<file path="src/rtl/cancer_defs.svh">
// offsets, field positions, reset values and timing counts of the control and event block
`ifndef CANCER_DEFS_SVH
`define CANCER_DEFS_SVH
`define CANCER_ADDR_MODE      8'h00
`define CANCER_ADDR_CTRL      8'h01
`define CANCER_ADDR_BT_ONE    8'h04
`define CANCER_ADDR_BT_TWO    8'h05
`define CANCER_ADDR_BAUD      8'h06
`define CANCER_ADDR_OUTCFG    8'h07
`define CANCER_ADDR_IRQ_MASK  8'h08
`define CANCER_ADDR_FLAGS     8'h09
`define CANCER_RESET_BYTE     8'h00
`define CANCER_MODE_INIT      0
`define CANCER_MODE_SOFTCLR   1
`define CANCER_MODE_BUSOFF    2
`define CANCER_CTRL_CATCH     0
`define CANCER_CTRL_TXCHK     1
`define CANCER_CTRL_SLEEP     2
`define CANCER_CTRL_STOVF     3
`define CANCER_CTRL_TEST      6
`define CANCER_CTRL_WMASK     8'h77
`define CANCER_WARN_LEVEL     8'd96
`define CANCER_PASSIVE_LEVEL  8'd128
`define CANCER_TXCHK_LIMIT    3'd4
`define CANCER_IDLE_BITS      4'd11
`define CANCER_IDLE_PHASES    8'd128
`define CANCER_STAMP_BASE     9'd32
`endif

</file>
<file path="src/rtl/cancer_pkg.sv">
// types shared by the control and event block
package cancer_pkg;
  typedef struct packed {
    logic       wr;
    logic       rd;
    logic [7:0] addr;
    logic [7:0] wdata;
  } cancer_host_t;

  typedef struct packed {
    logic       rx_stored;
    logic       tx_done;
    logic       remote_rx;
    logic       txchk_err;
    logic       bit_tick;
    logic       recessive_bit;
  } cancer_proto_t;

  typedef enum logic [1:0] {
    CANCER_ACTIVE  = 2'b00,
    CANCER_BUSOFF  = 2'b01,
    CANCER_RECOVER = 2'b10
  } cancer_bus_t;
endpackage

</file>
<file path="src/rtl/cancer_event_regs.sv">
// control, event flag and reset-behaviour register bank of the can controller
`timescale 1ns/100ps
//
// Summary of operation
// - hardware reset pin leaves bus-off at once, with no idle wait.
// - after soft clear, bus-off ends after 128 idle phases of 11 recessive bits.
// - timing, prescaler and output config clear on reset or soft clear plus init.
// - catch-all bit makes slot 0 take every otherwise unaccepted identifier.
// - transmit check enabled: error aborts frame and counts one up.
// - transmit check count of 4 enters bus-off and raises its flag.
// - sleep bit stops oscillator and bus activity until wake-up; warning and error-passive flags still set.
// - stamp overflow bit sets after any timer overflow, else reads 0.
// - stamp prescaler divides bit rate by 32, 64, 128 or 256.
// - stamp test bypasses prescaler; only in init mode, but the logic does not gate it on init mode; bit 7 stays 0.
// - writing 0 clears a flag, writing 1 leaves it; software clears all.
// - receive flag sets on stored message, holds while any ready bit set.
// - transmit flag sets when a transmit request finishes.
// - warning flag sets when an error counter reaches 96.
// - remote flag sets after a remote frame is received.
// - wake flag sets on wake-up; bus-off flag sets on bus-off entry.
// - error-passive flag sets when an error counter reaches 128.
// - transmit-check flag sets when the check counter reaches its limit.
// - flags set regardless of mask; interrupt pin only for masked-in flags.
// - first timing register readable, resets 00, writable only in init plus clear.
// - soft clear stops bus activity and returns control, flags, check count and stamp to reset values.
`include "cancer_defs.svh"

module cancer_event_regs (
  input  wire logic                    i_clk_sys,       // system clock
  input  wire logic                    i_reset_n,       // hardware reset pin, low active
  input  wire cancer_pkg::cancer_host_t i_host,         // host register access
  input  wire cancer_pkg::cancer_proto_t i_proto,       // protocol engine events
  input  wire logic [7:0]              i_rx_err_count,  // receive error counter
  input  wire logic [7:0]              i_tx_err_count,  // transmit error counter
  input  wire logic [15:0]             i_rx_ready,      // both receive-ready registers
  input  wire logic                    i_chip_select_n, // chip select, low active
  input  wire logic                    i_bus_in_a,      // receive input a
  input  wire logic                    i_bus_in_b,      // receive input b
  output logic [7:0]                   o_rdata,         // register read data
  output logic                         o_irq_n,         // interrupt pin, low active
  output logic                         o_bus_off,       // bus-off state
  output logic                         o_bus_stop,      // bus activity halted
  output logic                         o_osc_stop,      // oscillator stopped for sleep
  output logic                         o_catch_all_mode, // slot 0 catch-all
  output logic                         o_tx_abort,      // abort by error frame
  output logic                         o_stamp_tick,    // time-stamp timer clock
  output logic [7:0]                   o_bit_timing_one, // first timing register
  output logic [7:0]                   o_bit_timing_two, // second timing register
  output logic [7:0]                   o_baud_prescaler, // baud prescaler
  output logic [7:0]                   o_output_config  // output configuration
);
  import cancer_pkg::*;

  // ==========================================================
  // register access decode
  logic [7:0]  mode_ff, ctrl_ff, mask_ff, flags_ff;
  logic [7:0]  bt_one_ff, bt_two_ff, baud_ff, outcfg_ff;
  logic [2:0]  txchk_cnt_ff;
  logic [15:0] stamp_ff;
  logic [8:0]  pre_cnt_ff;
  logic [3:0]  idle_bits_ff;
  logic [7:0]  idle_phases_ff;
  logic        a_prev_ff, b_prev_ff;
  cancer_bus_t bus_ff;

  wire wr_mode   = i_host.wr && i_host.addr == `CANCER_ADDR_MODE;
  wire wr_ctrl   = i_host.wr && i_host.addr == `CANCER_ADDR_CTRL;
  wire wr_mask   = i_host.wr && i_host.addr == `CANCER_ADDR_IRQ_MASK;
  wire wr_flags  = i_host.wr && i_host.addr == `CANCER_ADDR_FLAGS;
  wire init_mode = mode_ff[`CANCER_MODE_INIT];
  wire soft_clear_request = mode_ff[`CANCER_MODE_SOFTCLR];
  wire protected_open = init_mode && soft_clear_request;
  wire sleep_enable   = ctrl_ff[`CANCER_CTRL_SLEEP];
  wire tx_check_enable = ctrl_ff[`CANCER_CTRL_TXCHK];
  wire stamp_test     = ctrl_ff[`CANCER_CTRL_TEST];

  // ==========================================================
  // wake-up and sleep
  wire fall_a  = a_prev_ff && !i_bus_in_a;
  wire fall_b  = b_prev_ff && !i_bus_in_b;
  wire wake_ev = sleep_enable && (!i_chip_select_n || fall_a || fall_b);
  wire active  = !sleep_enable && !soft_clear_request;

  // ==========================================================
  // transmit check and bus-off
  wire txchk_ev    = active && tx_check_enable && i_proto.txchk_err;
  wire txchk_limit = txchk_ev && txchk_cnt_ff == `CANCER_TXCHK_LIMIT - 3'd1;
  wire idle_bit    = i_proto.bit_tick && i_proto.recessive_bit;
  wire phase_done  = idle_bit && idle_bits_ff == `CANCER_IDLE_BITS - 4'd1;
  wire recover_end = phase_done && idle_phases_ff == `CANCER_IDLE_PHASES - 8'd1;
  wire bus_off_entry = txchk_limit && bus_ff != CANCER_BUSOFF;

  // ==========================================================
  // time-stamp prescaler
  function automatic logic [8:0] stamp_div(input logic [1:0] code);
    stamp_div = 9'(`CANCER_STAMP_BASE << code);
  endfunction
  wire pre_wrap  = pre_cnt_ff == stamp_div(ctrl_ff[5:4]) - 9'd1;
  wire stamp_adv = active && i_proto.bit_tick && (stamp_test || pre_wrap);
  wire stamp_ovf = stamp_adv && &stamp_ff;

  // ==========================================================
  // event flags: set wins over write-zero clear
  wire [7:0] flag_set = {
    txchk_limit,
    i_rx_err_count >= `CANCER_PASSIVE_LEVEL ||
      i_tx_err_count >= `CANCER_PASSIVE_LEVEL,
    bus_off_entry,
    wake_ev,
    active && i_proto.remote_rx,
    i_rx_err_count >= `CANCER_WARN_LEVEL ||
      i_tx_err_count >= `CANCER_WARN_LEVEL,
    active && i_proto.tx_done,
    (active && i_proto.rx_stored) || (flags_ff[0] && |i_rx_ready)
  };
  wire [7:0] flag_keep = wr_flags ? i_host.wdata : 8'hFF;
  wire [7:0] nxt_flags = (flags_ff & flag_keep) | flag_set;

  wire [7:0] nxt_ctrl = {1'b0, i_host.wdata[6:4],
                         ctrl_ff[`CANCER_CTRL_STOVF] | stamp_ovf, i_host.wdata[2:0]};

  logic [7:0] rd_mux;
  always_comb begin
    unique case (i_host.addr)
      `CANCER_ADDR_MODE:     rd_mux = {5'h00, bus_ff != CANCER_ACTIVE, mode_ff[1:0]};
      `CANCER_ADDR_CTRL:     rd_mux = ctrl_ff;
      `CANCER_ADDR_BT_ONE:   rd_mux = bt_one_ff;
      `CANCER_ADDR_BT_TWO:   rd_mux = bt_two_ff;
      `CANCER_ADDR_OUTCFG:   rd_mux = outcfg_ff;
      `CANCER_ADDR_IRQ_MASK: rd_mux = mask_ff;
      `CANCER_ADDR_FLAGS:    rd_mux = flags_ff;
      default:               rd_mux = 8'h00;
    endcase
  end

  // ==========================================================
  // registers
  always_ff @(posedge i_clk_sys) begin
    if (!i_reset_n) begin
      mode_ff <= `CANCER_RESET_BYTE;
      mask_ff <= `CANCER_RESET_BYTE;
      o_rdata <= `CANCER_RESET_BYTE;
      a_prev_ff <= 1'b1;
      b_prev_ff <= 1'b1;
    end else begin
      if (wr_mode) mode_ff <= {6'h00, i_host.wdata[1:0]};
      if (wr_mask) mask_ff <= i_host.wdata;
      o_rdata <= i_host.rd ? rd_mux : o_rdata;
      a_prev_ff <= i_bus_in_a;
      b_prev_ff <= i_bus_in_b;
    end
  end

  // soft clear returns these to reset values
  always_ff @(posedge i_clk_sys) begin
    if (!i_reset_n || soft_clear_request) begin
      ctrl_ff      <= `CANCER_RESET_BYTE;
      flags_ff     <= `CANCER_RESET_BYTE;
      txchk_cnt_ff <= 3'd0;
      stamp_ff     <= 16'h0000;
      pre_cnt_ff   <= 9'h000;
    end else begin
      if (wr_ctrl) ctrl_ff <= nxt_ctrl & `CANCER_CTRL_WMASK | {4'h0, nxt_ctrl[3], 3'h0};
      else if (wake_ev) ctrl_ff[`CANCER_CTRL_SLEEP] <= 1'b0;
      else if (stamp_ovf) ctrl_ff[`CANCER_CTRL_STOVF] <= 1'b1;
      flags_ff <= nxt_flags;
      if (txchk_limit) txchk_cnt_ff <= 3'd0;
      else if (txchk_ev) txchk_cnt_ff <= txchk_cnt_ff + 3'd1;
      if (active && i_proto.bit_tick) pre_cnt_ff <= pre_wrap ? 9'h000 : pre_cnt_ff + 9'd1;
      if (stamp_adv) stamp_ff <= stamp_ff + 16'd1;
    end
  end

  // protected timing registers
  always_ff @(posedge i_clk_sys) begin
    if (!i_reset_n || (protected_open && !i_host.wr)) begin
      bt_one_ff <= `CANCER_RESET_BYTE;
      bt_two_ff <= `CANCER_RESET_BYTE;
      baud_ff   <= `CANCER_RESET_BYTE;
      outcfg_ff <= `CANCER_RESET_BYTE;
    end else if (protected_open) begin
      if (i_host.addr == `CANCER_ADDR_BT_ONE) bt_one_ff <= i_host.wdata;
      if (i_host.addr == `CANCER_ADDR_BT_TWO) bt_two_ff <= i_host.wdata;
      if (i_host.addr == `CANCER_ADDR_BAUD)   baud_ff   <= i_host.wdata;
      if (i_host.addr == `CANCER_ADDR_OUTCFG) outcfg_ff <= i_host.wdata;
    end
  end

  // bus-off state and idle-phase recovery
  always_ff @(posedge i_clk_sys) begin
    if (!i_reset_n) begin
      bus_ff         <= CANCER_ACTIVE;
      idle_bits_ff   <= 4'd0;
      idle_phases_ff <= 8'd0;
    end else begin
      unique case (bus_ff)
        CANCER_ACTIVE:  if (txchk_limit) bus_ff <= CANCER_BUSOFF;
        CANCER_BUSOFF:  if (soft_clear_request) bus_ff <= CANCER_RECOVER;
        CANCER_RECOVER: if (recover_end) bus_ff <= CANCER_ACTIVE;
        default:        bus_ff <= CANCER_BUSOFF;
      endcase
      if (bus_ff != CANCER_RECOVER || (i_proto.bit_tick && !i_proto.recessive_bit)) begin
        idle_bits_ff <= 4'd0;
      end else if (idle_bit) begin
        idle_bits_ff <= phase_done ? 4'd0 : idle_bits_ff + 4'd1;
      end
      if (bus_ff != CANCER_RECOVER) idle_phases_ff <= 8'd0;
      else if (phase_done) idle_phases_ff <= idle_phases_ff + 8'd1;
    end
  end

  // outputs straight from flip-flops
  always_ff @(posedge i_clk_sys) begin
    if (!i_reset_n) begin
      o_irq_n <= 1'b1;
      o_bus_off <= 1'b0;
      o_bus_stop <= 1'b0;
      o_osc_stop <= 1'b0;
      o_catch_all_mode <= 1'b0;
      o_tx_abort <= 1'b0;
      o_stamp_tick <= 1'b0;
      o_bit_timing_one <= `CANCER_RESET_BYTE;
      o_bit_timing_two <= `CANCER_RESET_BYTE;
      o_baud_prescaler <= `CANCER_RESET_BYTE;
      o_output_config <= `CANCER_RESET_BYTE;
    end else begin
      o_irq_n <= ~|(flags_ff & mask_ff);
      o_bus_off <= bus_ff != CANCER_ACTIVE;
      o_bus_stop <= !active || bus_ff != CANCER_ACTIVE;
      o_osc_stop <= sleep_enable;
      o_catch_all_mode <= ctrl_ff[`CANCER_CTRL_CATCH];
      o_tx_abort <= txchk_ev;
      o_stamp_tick <= stamp_adv;
      o_bit_timing_one <= bt_one_ff;
      o_bit_timing_two <= bt_two_ff;
      o_baud_prescaler <= baud_ff;
      o_output_config <= outcfg_ff;
    end
  end

  // ==========================================================
  // checks
  a_irq_masked: assert property (@(posedge i_clk_sys) disable iff (!i_reset_n)
    !$past(|(flags_ff & mask_ff)) |-> o_irq_n) else $error("irq without masked flag");
  a_flag_clear: assert property (@(posedge i_clk_sys) disable iff (!i_reset_n)
    wr_flags && !soft_clear_request && flags_ff[3] && i_host.wdata[3] |=> flags_ff[3])
    else $error("write one cleared a flag");
  a_tx_flag_set: assert property (@(posedge i_clk_sys) disable iff (!i_reset_n)
    active && i_proto.tx_done |=> flags_ff[1]) else $error("tx flag not set");
  a_warn_flag: assert property (@(posedge i_clk_sys) disable iff (!i_reset_n)
    !soft_clear_request && i_tx_err_count >= 8'd96 |=> flags_ff[2])
    else $error("warning flag missing");
  a_passive_flag: assert property (@(posedge i_clk_sys) disable iff (!i_reset_n)
    !soft_clear_request && i_rx_err_count >= 8'd128 |=> flags_ff[6])
    else $error("passive flag missing");
  a_bt_locked: assert property (@(posedge i_clk_sys) disable iff (!i_reset_n)
    !protected_open |=> $stable(bt_one_ff)) else $error("timing written while locked");
  a_txchk_busoff: assert property (@(posedge i_clk_sys) disable iff (!i_reset_n)
    txchk_limit |=> bus_ff != CANCER_ACTIVE && flags_ff[7]) else $error("no bus-off");
  a_hw_reset_bus: assert property (@(posedge i_clk_sys)
    !i_reset_n |=> bus_ff == CANCER_ACTIVE) else $error("bus-off kept over reset");
  a_ctrl_bit7: assert property (@(posedge i_clk_sys) disable iff (!i_reset_n)
    !ctrl_ff[7]) else $error("control bit 7 set");
endmodule

</file>
<file path="config.mk">
export PLATFORM = sky130hd
export DESIGN_NAME = cancer_event_regs
export DESIGN_NICKNAME = d
export VERILOG_FILES = /design/src/rtl/cancer_pkg.sv /design/src/rtl/cancer_event_regs.sv
export VERILOG_INCLUDE_DIRS = /design/src /design/src/rtl
export SDC_FILE = /design/constraint.sdc
export NUM_CORES = 1
export LEC_CHECK = 0
export BUFFER_PORTS_ARGS = -buffer_cell sky130_fd_sc_hd__buf_2
export CORE_UTILIZATION = 35
export DETAILED_ROUTE_END_ITERATION = 6
export GPL_ROUTABILITY_DRIVEN = 0
export GPL_TIMING_DRIVEN = 0
export PLACE_DENSITY = 0.66
export SETUP_SLACK_MARGIN = 0.4
export SLEW_MARGIN = 40
export SYNTH_ARGS = -nofsm -noshare
export SYNTH_HDL_FRONTEND = slang
export SYNTH_SLANG_ARGS = --single-unit
</file>
<file path="constraint.sdc">
create_clock -name i_clk_sys -period 2.3 [get_ports i_clk_sys]
set_clock_uncertainty 0.15 [all_clocks]
set_input_delay 0.23 -clock i_clk_sys [delete_from_list [all_inputs] [get_ports i_clk_sys]]
set_output_delay 0.23 -clock i_clk_sys [all_outputs]
set_load 0.05 [all_outputs]
</file>
# --- Word level (Yosys, flattened, before mapping) ---
# Cells that the tools add are included.
classes:
  n_bitwise: 6
  n_lt_le_gt_ge: 4
  n_reduce_logical: 62
  eq_ne: 19
  shifts: 1
  muxes: 12
  add_sub_neg: 6
op_table:
  columns: ["op", "count"]
  rows:
  - ["one-hot mux 8 bit (7 select lines)", 1]
  - ["equality test 8 x 3 -> 1 bit, second input constant", 4]
  - ["logical AND 1 bit", 25]
  - ["adder 16 x 1 -> 16 bit, second input constant", 1]
  - ["AND 8 bit", 2]
  - ["equality test 8 x 4 -> 1 bit, second input constant", 2]
  - ["greater-or-equal comparator 8 x 7 -> 1 bit, second input constant", 2]
  - ["greater-or-equal comparator 8 bit, second input constant", 2]
  - ["AND reduction 16 bit", 1]
  - ["OR reduction 16 bit", 1]
  - ["zero test 1 bit", 10]
  - ["logical OR 1 bit", 10]
  - ["inequality test 2 bit, second input constant", 5]
  - ["AND reduction 2 bit", 5]
  - ["adder 9 x 1 -> 9 bit, second input constant", 1]
  - ["equality test 9 bit", 1]
  - ["2-to-1 mux 9 bit", 1]
  - ["left shift 6 x 2 -> 9 bit, first input constant", 1]
  - ["subtractor 9 x 1 -> 9 bit, second input constant", 1]
  - ["adder 8 x 1 -> 8 bit, second input constant", 1]
  - ["equality test 8 x 1 -> 1 bit, second input constant", 1]
  - ["equality test 8 x 7 -> 1 bit, second input constant", 1]
  - ["zero test 8 bit", 1]
  - ["2-to-1 mux 2 bit", 4]
  - ["20 further kinds", 26]
word_totals:
  elab_cells: 140
  register_bits: 149
  input_bits: 61
  output_inout_bits: 47

# --- Logic depth before layout (Yosys ltp) ---
logic_depth:
  word_depth: 9
  mapped_depth: 8

# --- Worst setup path before layout ---
# No wires, ideal clock.
synth_path:
  path_kind: "input to register"
  start: "input port i_host[13] (netlist name)"
  end: "register bt_one_ff[2]"
  arrival_ns: 2.065
  t_required_ns: 2.018
  setup_time_ns: 0.132
  stages: 6
  n_path_buf: 1
  path_slack_ns: -0.047
  cell_sequence: "or4_4 -> buf_6 -> or4b_4 -> nor3_4 -> mux2i_1 -> nor2_2"
synth_via:
  elab_chain_len: 2
synth_rtl:
  columns: ["item", "line_no", "rtl"]
  rows:
  - ["from (decl)", "cancer_event_regs.sv:31", "input wire cancer_pkg::cancer_host_t i_host,"]
  - ["equality test 8 x 3 -> 1 bit", null, null]
  - ["AND reduction 2 bit (no line)", null, null]
  - ["to (signal assigned)", "cancer_event_regs.sv:177", "bt_one_ff <= `CANCER_RESET_BYTE;"]
  - ["to (signal assigned)", "cancer_event_regs.sv:182", "if (i_host.addr == `CANCER_ADDR_BT_ONE) bt_one_ff <= i_host.wdata;"]
  - ["to (decl)", "cancer_event_regs.sv:57", "logic [7:0] bt_one_ff, bt_two_ff, baud_ff, outcfg_ff;"]
# No other way between the ends.
# A chain may end at the register's enable or synchronous reset.

# --- Final worst setup path ---
layout_path:
  start: "input port i_host[14] (netlist name)"
  end: "register baud_ff[3]"
layout_via:
  elab_chain_len: 2
layout_rtl:
  columns: ["item", "line_no", "rtl"]
  rows:
  - ["equality test 8 x 3 -> 1 bit (no line)", null, null]
  - ["AND reduction 2 bit (no line)", null, null]
  - ["to (signal assigned)", "cancer_event_regs.sv:179", "baud_ff <= `CANCER_RESET_BYTE;"]
  - ["to (signal assigned)", "cancer_event_regs.sv:184", "if (i_host.addr == `CANCER_ADDR_BAUD) baud_ff <= i_host.wdata;"]
  - ["to (decl)", "cancer_event_regs.sv:57", null]
# No other way between the ends.

==> flow_summary_export.csv <==
group,metric,value,unit
status,outcome,"completed",
timing,rsz0062_at_grt,"true",
worst_setup_path,critical_path.n_buffers_inverters,3,
route,post_drt_wl_per_cell,15.9,µm
finish,num_antenna_cells,0,
worst_setup_path,worst_path_most_repeated_cell,"buf_6",
grt,grt_pass1_wl,26.1,mm
timing,relSlewSlack,0.618,
finish,layout.cells.most_common,"dfxtp_1",
timing,setup_violations,0,
finish,largest_register_ffs,16,
grt,globalRouteMet3Util,0.0488,
placement,dpl-instance-area,0.00705,mm²
synth,synth.avg_cell_area,9.29,µm²
die,rows,48,
timing,whs,0.0127,ns
die,dieHeight,136,µm
finish,drive_above_1_share,0.292,
timing,drv_slew,0,
synth,ys_warn_count,0,
route,routed_wirelength,16.8,mm
synth,synth_edf_count,0,
clock_network,worstSkewPairLatency,0.43,ns
timing,hold_violations,0,
worst_setup_path,cp_slowest_cell,"or4_4",
route,drt_iter0_drc,341,
worst_setup_path,crit_fanout,8,
clock_network,cts.path.max_buffers,2,
synth,synth-seq-area-share,0.473,
grt,antenna_found_initial,0,
worst_setup_path,critPathKind,"input port to flip-flop",
grt,grt_max_degree,17,
finish,top_regs,"stamp_ff: 16 flops, pre_cnt_ff: 9 flops",
worst_setup_path,critPathMaxStageDelay,0.54,ns
min_path,hold_path_class,"input port to flip-flop",
route,num_vias,5346,
flow_run,cap_violations,0,
power_and_ir_drop,leakage,3.28,nW
die,dieArea,0.0185,mm²
worst_setup_path,cp_cell_sequence,"buf_6 -> or4_4 -> buf_8 -> or4b_4 -> nor3b_4 -> buf_6 -> mux2i_1 -> nor2_1",
finish,syn_to_final_growth,31.3,%
power_and_ir_drop,power_density,680,mW/mm²
synth,synth-async-reset-ratio,0,
synth,ys_types,60,
placement,place_ws,-0.344,ns
clock_network,cts_tree,"done",
synth,synth-seq-cells,148,
timing,finalCriticalPeriod,2.05,ns
clock_network,root_buffer,"clkbuf_16",
finish,nNetsFinal,894,
timing,timing.fmax,0.488,GHz
placement,dp_hpwl,11.6,mm
die,io_pins,108,
clock_network,cts_buffers,17,
route,drc,0,
grt,track_usage,0.187,
power_and_ir_drop,power,5.60,mW
route,final_antenna_net_count,0,
worst_setup_path,startpoint_type,"input port",
clock_network,h-tree-depth,4,
finish,regMostFlops,"stamp_ff",
grt,first_global_vias,4937,
timing,worst_slew_pin_slew,0.573,ns
synth,syn-num-nets,747,
worst_setup_path,crit_required,2.44,ns
worst_setup_path,critPathCaptureType,"flip-flop",
synth,syn_inst,675,
clock_network,clk_pin_slew,0.06,ns
timing,setup_ws,0.249,ns
placement,io_buffers,92,
grt,overflow,0,
die,start_util,0.360,
worst_setup_path,crit_arrival,2.20,ns
worst_setup_path,crit_family,"simple AND/OR/NAND/NOR gates",
die,die_w,136,µm
grt,busiest_layer,"met2",
die,core_area,0.0174,mm²
grt,met2_usage,0.283,
synth,synthFlopType,"dfxtp_1",
timing,period_share,0.892,
finish,final_area,0.00823,mm²
route,dr.pass1.iters,5,
clock_network,cts.sink_count,148,
power_and_ir_drop,ir_worst_vdd,527,µV
grt,met1_usage,0.251,
finish,fillers,1658,
finish,final_cell_mix,"dfxtp_1 (143), buf_2 (95), nor2_1 (71)",
synth,netlist_area,0.00627,mm²
route,routed_via_density,5.05,
==> final timing paths <==
kind	depth (start not counted)	endpoint	start	slack, ns
setup / recovery	8	baud_ff[3]$_SDFFE_PP0P_	i_host[14]	0.25
hold / removal	3	flags_ff[2]$_SDFF_PP0_	i_rx_err_count[5]	0.01
setup reg to reg	6	stamp_ff[14]$_SDFFE_PP0P_	ctrl_ff[4]$_SDFFE_PP0P_	0.26
hold reg to reg	2	o_rdata[2]$_SDFFE_PN0P_	o_rdata[2]$_SDFFE_PN0P_	0.30
==> metal layers <==
layer / part of all wire / vias to the layer above
met5: 0 / -
met4: 0.021 / 0
met3: 0.062 / 28
met2: 0.46 / 165
met1: 0.46 / 2499
li1: - / 2654
==> cells in the mapped netlist (all sizes together), types with 7 or more instances <==
cell type | count | area share
a21oi | 36 | 0.029
clkbuf | 30 | 0.018
mux2i | 62 | 0.099
nand2 | 61 | 0.037
inv | 8 | 0.0048
nor3 | 7 | 0.0074
a22oi | 7 | 0.0084
mux2 | 7 | 0.013
dfxtp | 148 | 0.47
or2 | 10 | 0.010
nand3 | 26 | 0.021
and2 | 38 | 0.038
nor2 | 80 | 0.051
o21ai | 30 | 0.024
and3 | 11 | 0.011
ha | 11 | 0.022
xor2 | 11 | 0.015
==> worst reg2reg max path, stage by stage (launching register included) <==
cell	delay [ns]
dfxtp_4	0.34
or4_4	0.54
a21oi_4	0.21
o211ai_1	0.11
buf_4	0.19
a2111o_1	0.35
o21ai_1	0.07
==> stage by stage <==
stage	instances	setup TNS, ns	utilization
2_1_floorplan	675	-0.380	-
3_3_place_gp	992	-14.67	0.405
3_5_place_dp	992	-14.37	0.405
4_1_cts	1042	0	0.458
5_1_grt	1058	0	0.473
6_report	1058	0	0.473
==> area by class of cell <==
cell class	instances	area, µm²	share of cell area
multi-input cells	482	3390	0.412
flip-flops and latches	148	2970	0.361
repair buffers	128	786	0.0954
clock buffers	26	519	0.0631
well taps	225	282	0.0342
plain buffers	36	205	0.0249
clock inverters	4	45.0	0.00547
inverters	9	33.8	0.00410
==> logic make-up after synthesis <==
| kind of cell | Yosys count | share of synthesized area |
|---|---|---|
| mux | 69 | 0.112 |
| simple gates | 274 | 0.227 |
| compound gates | 114 | 0.118 |
| flops | 148 | 0.473 |
| xor+xnor | 14 | 0.0196 |
| buf+inv | 45 | 0.0295 |
| fa+ha+maj | 11 | 0.0220 |
==> where the power goes <==
part	switching, mW	total, mW	internal, mW
combinational	0.224	0.354	0.130
sequential	0.0186	2.61	2.59
clock	0.998	2.64	1.64
==> timing repair <==
action / 4_1_cts / 5_1_grt
cloned: 2 / 0
setup endpoints to repair: 86 / 78
hold endpoints to repair: 7 / 0
pin swaps: 12 / 24
gates resized for setup: 46 / 49
hold buffers: 7 / 0
setup buffers: 11 / 16
No activity file was read; power rests on OpenSTA's default activity.
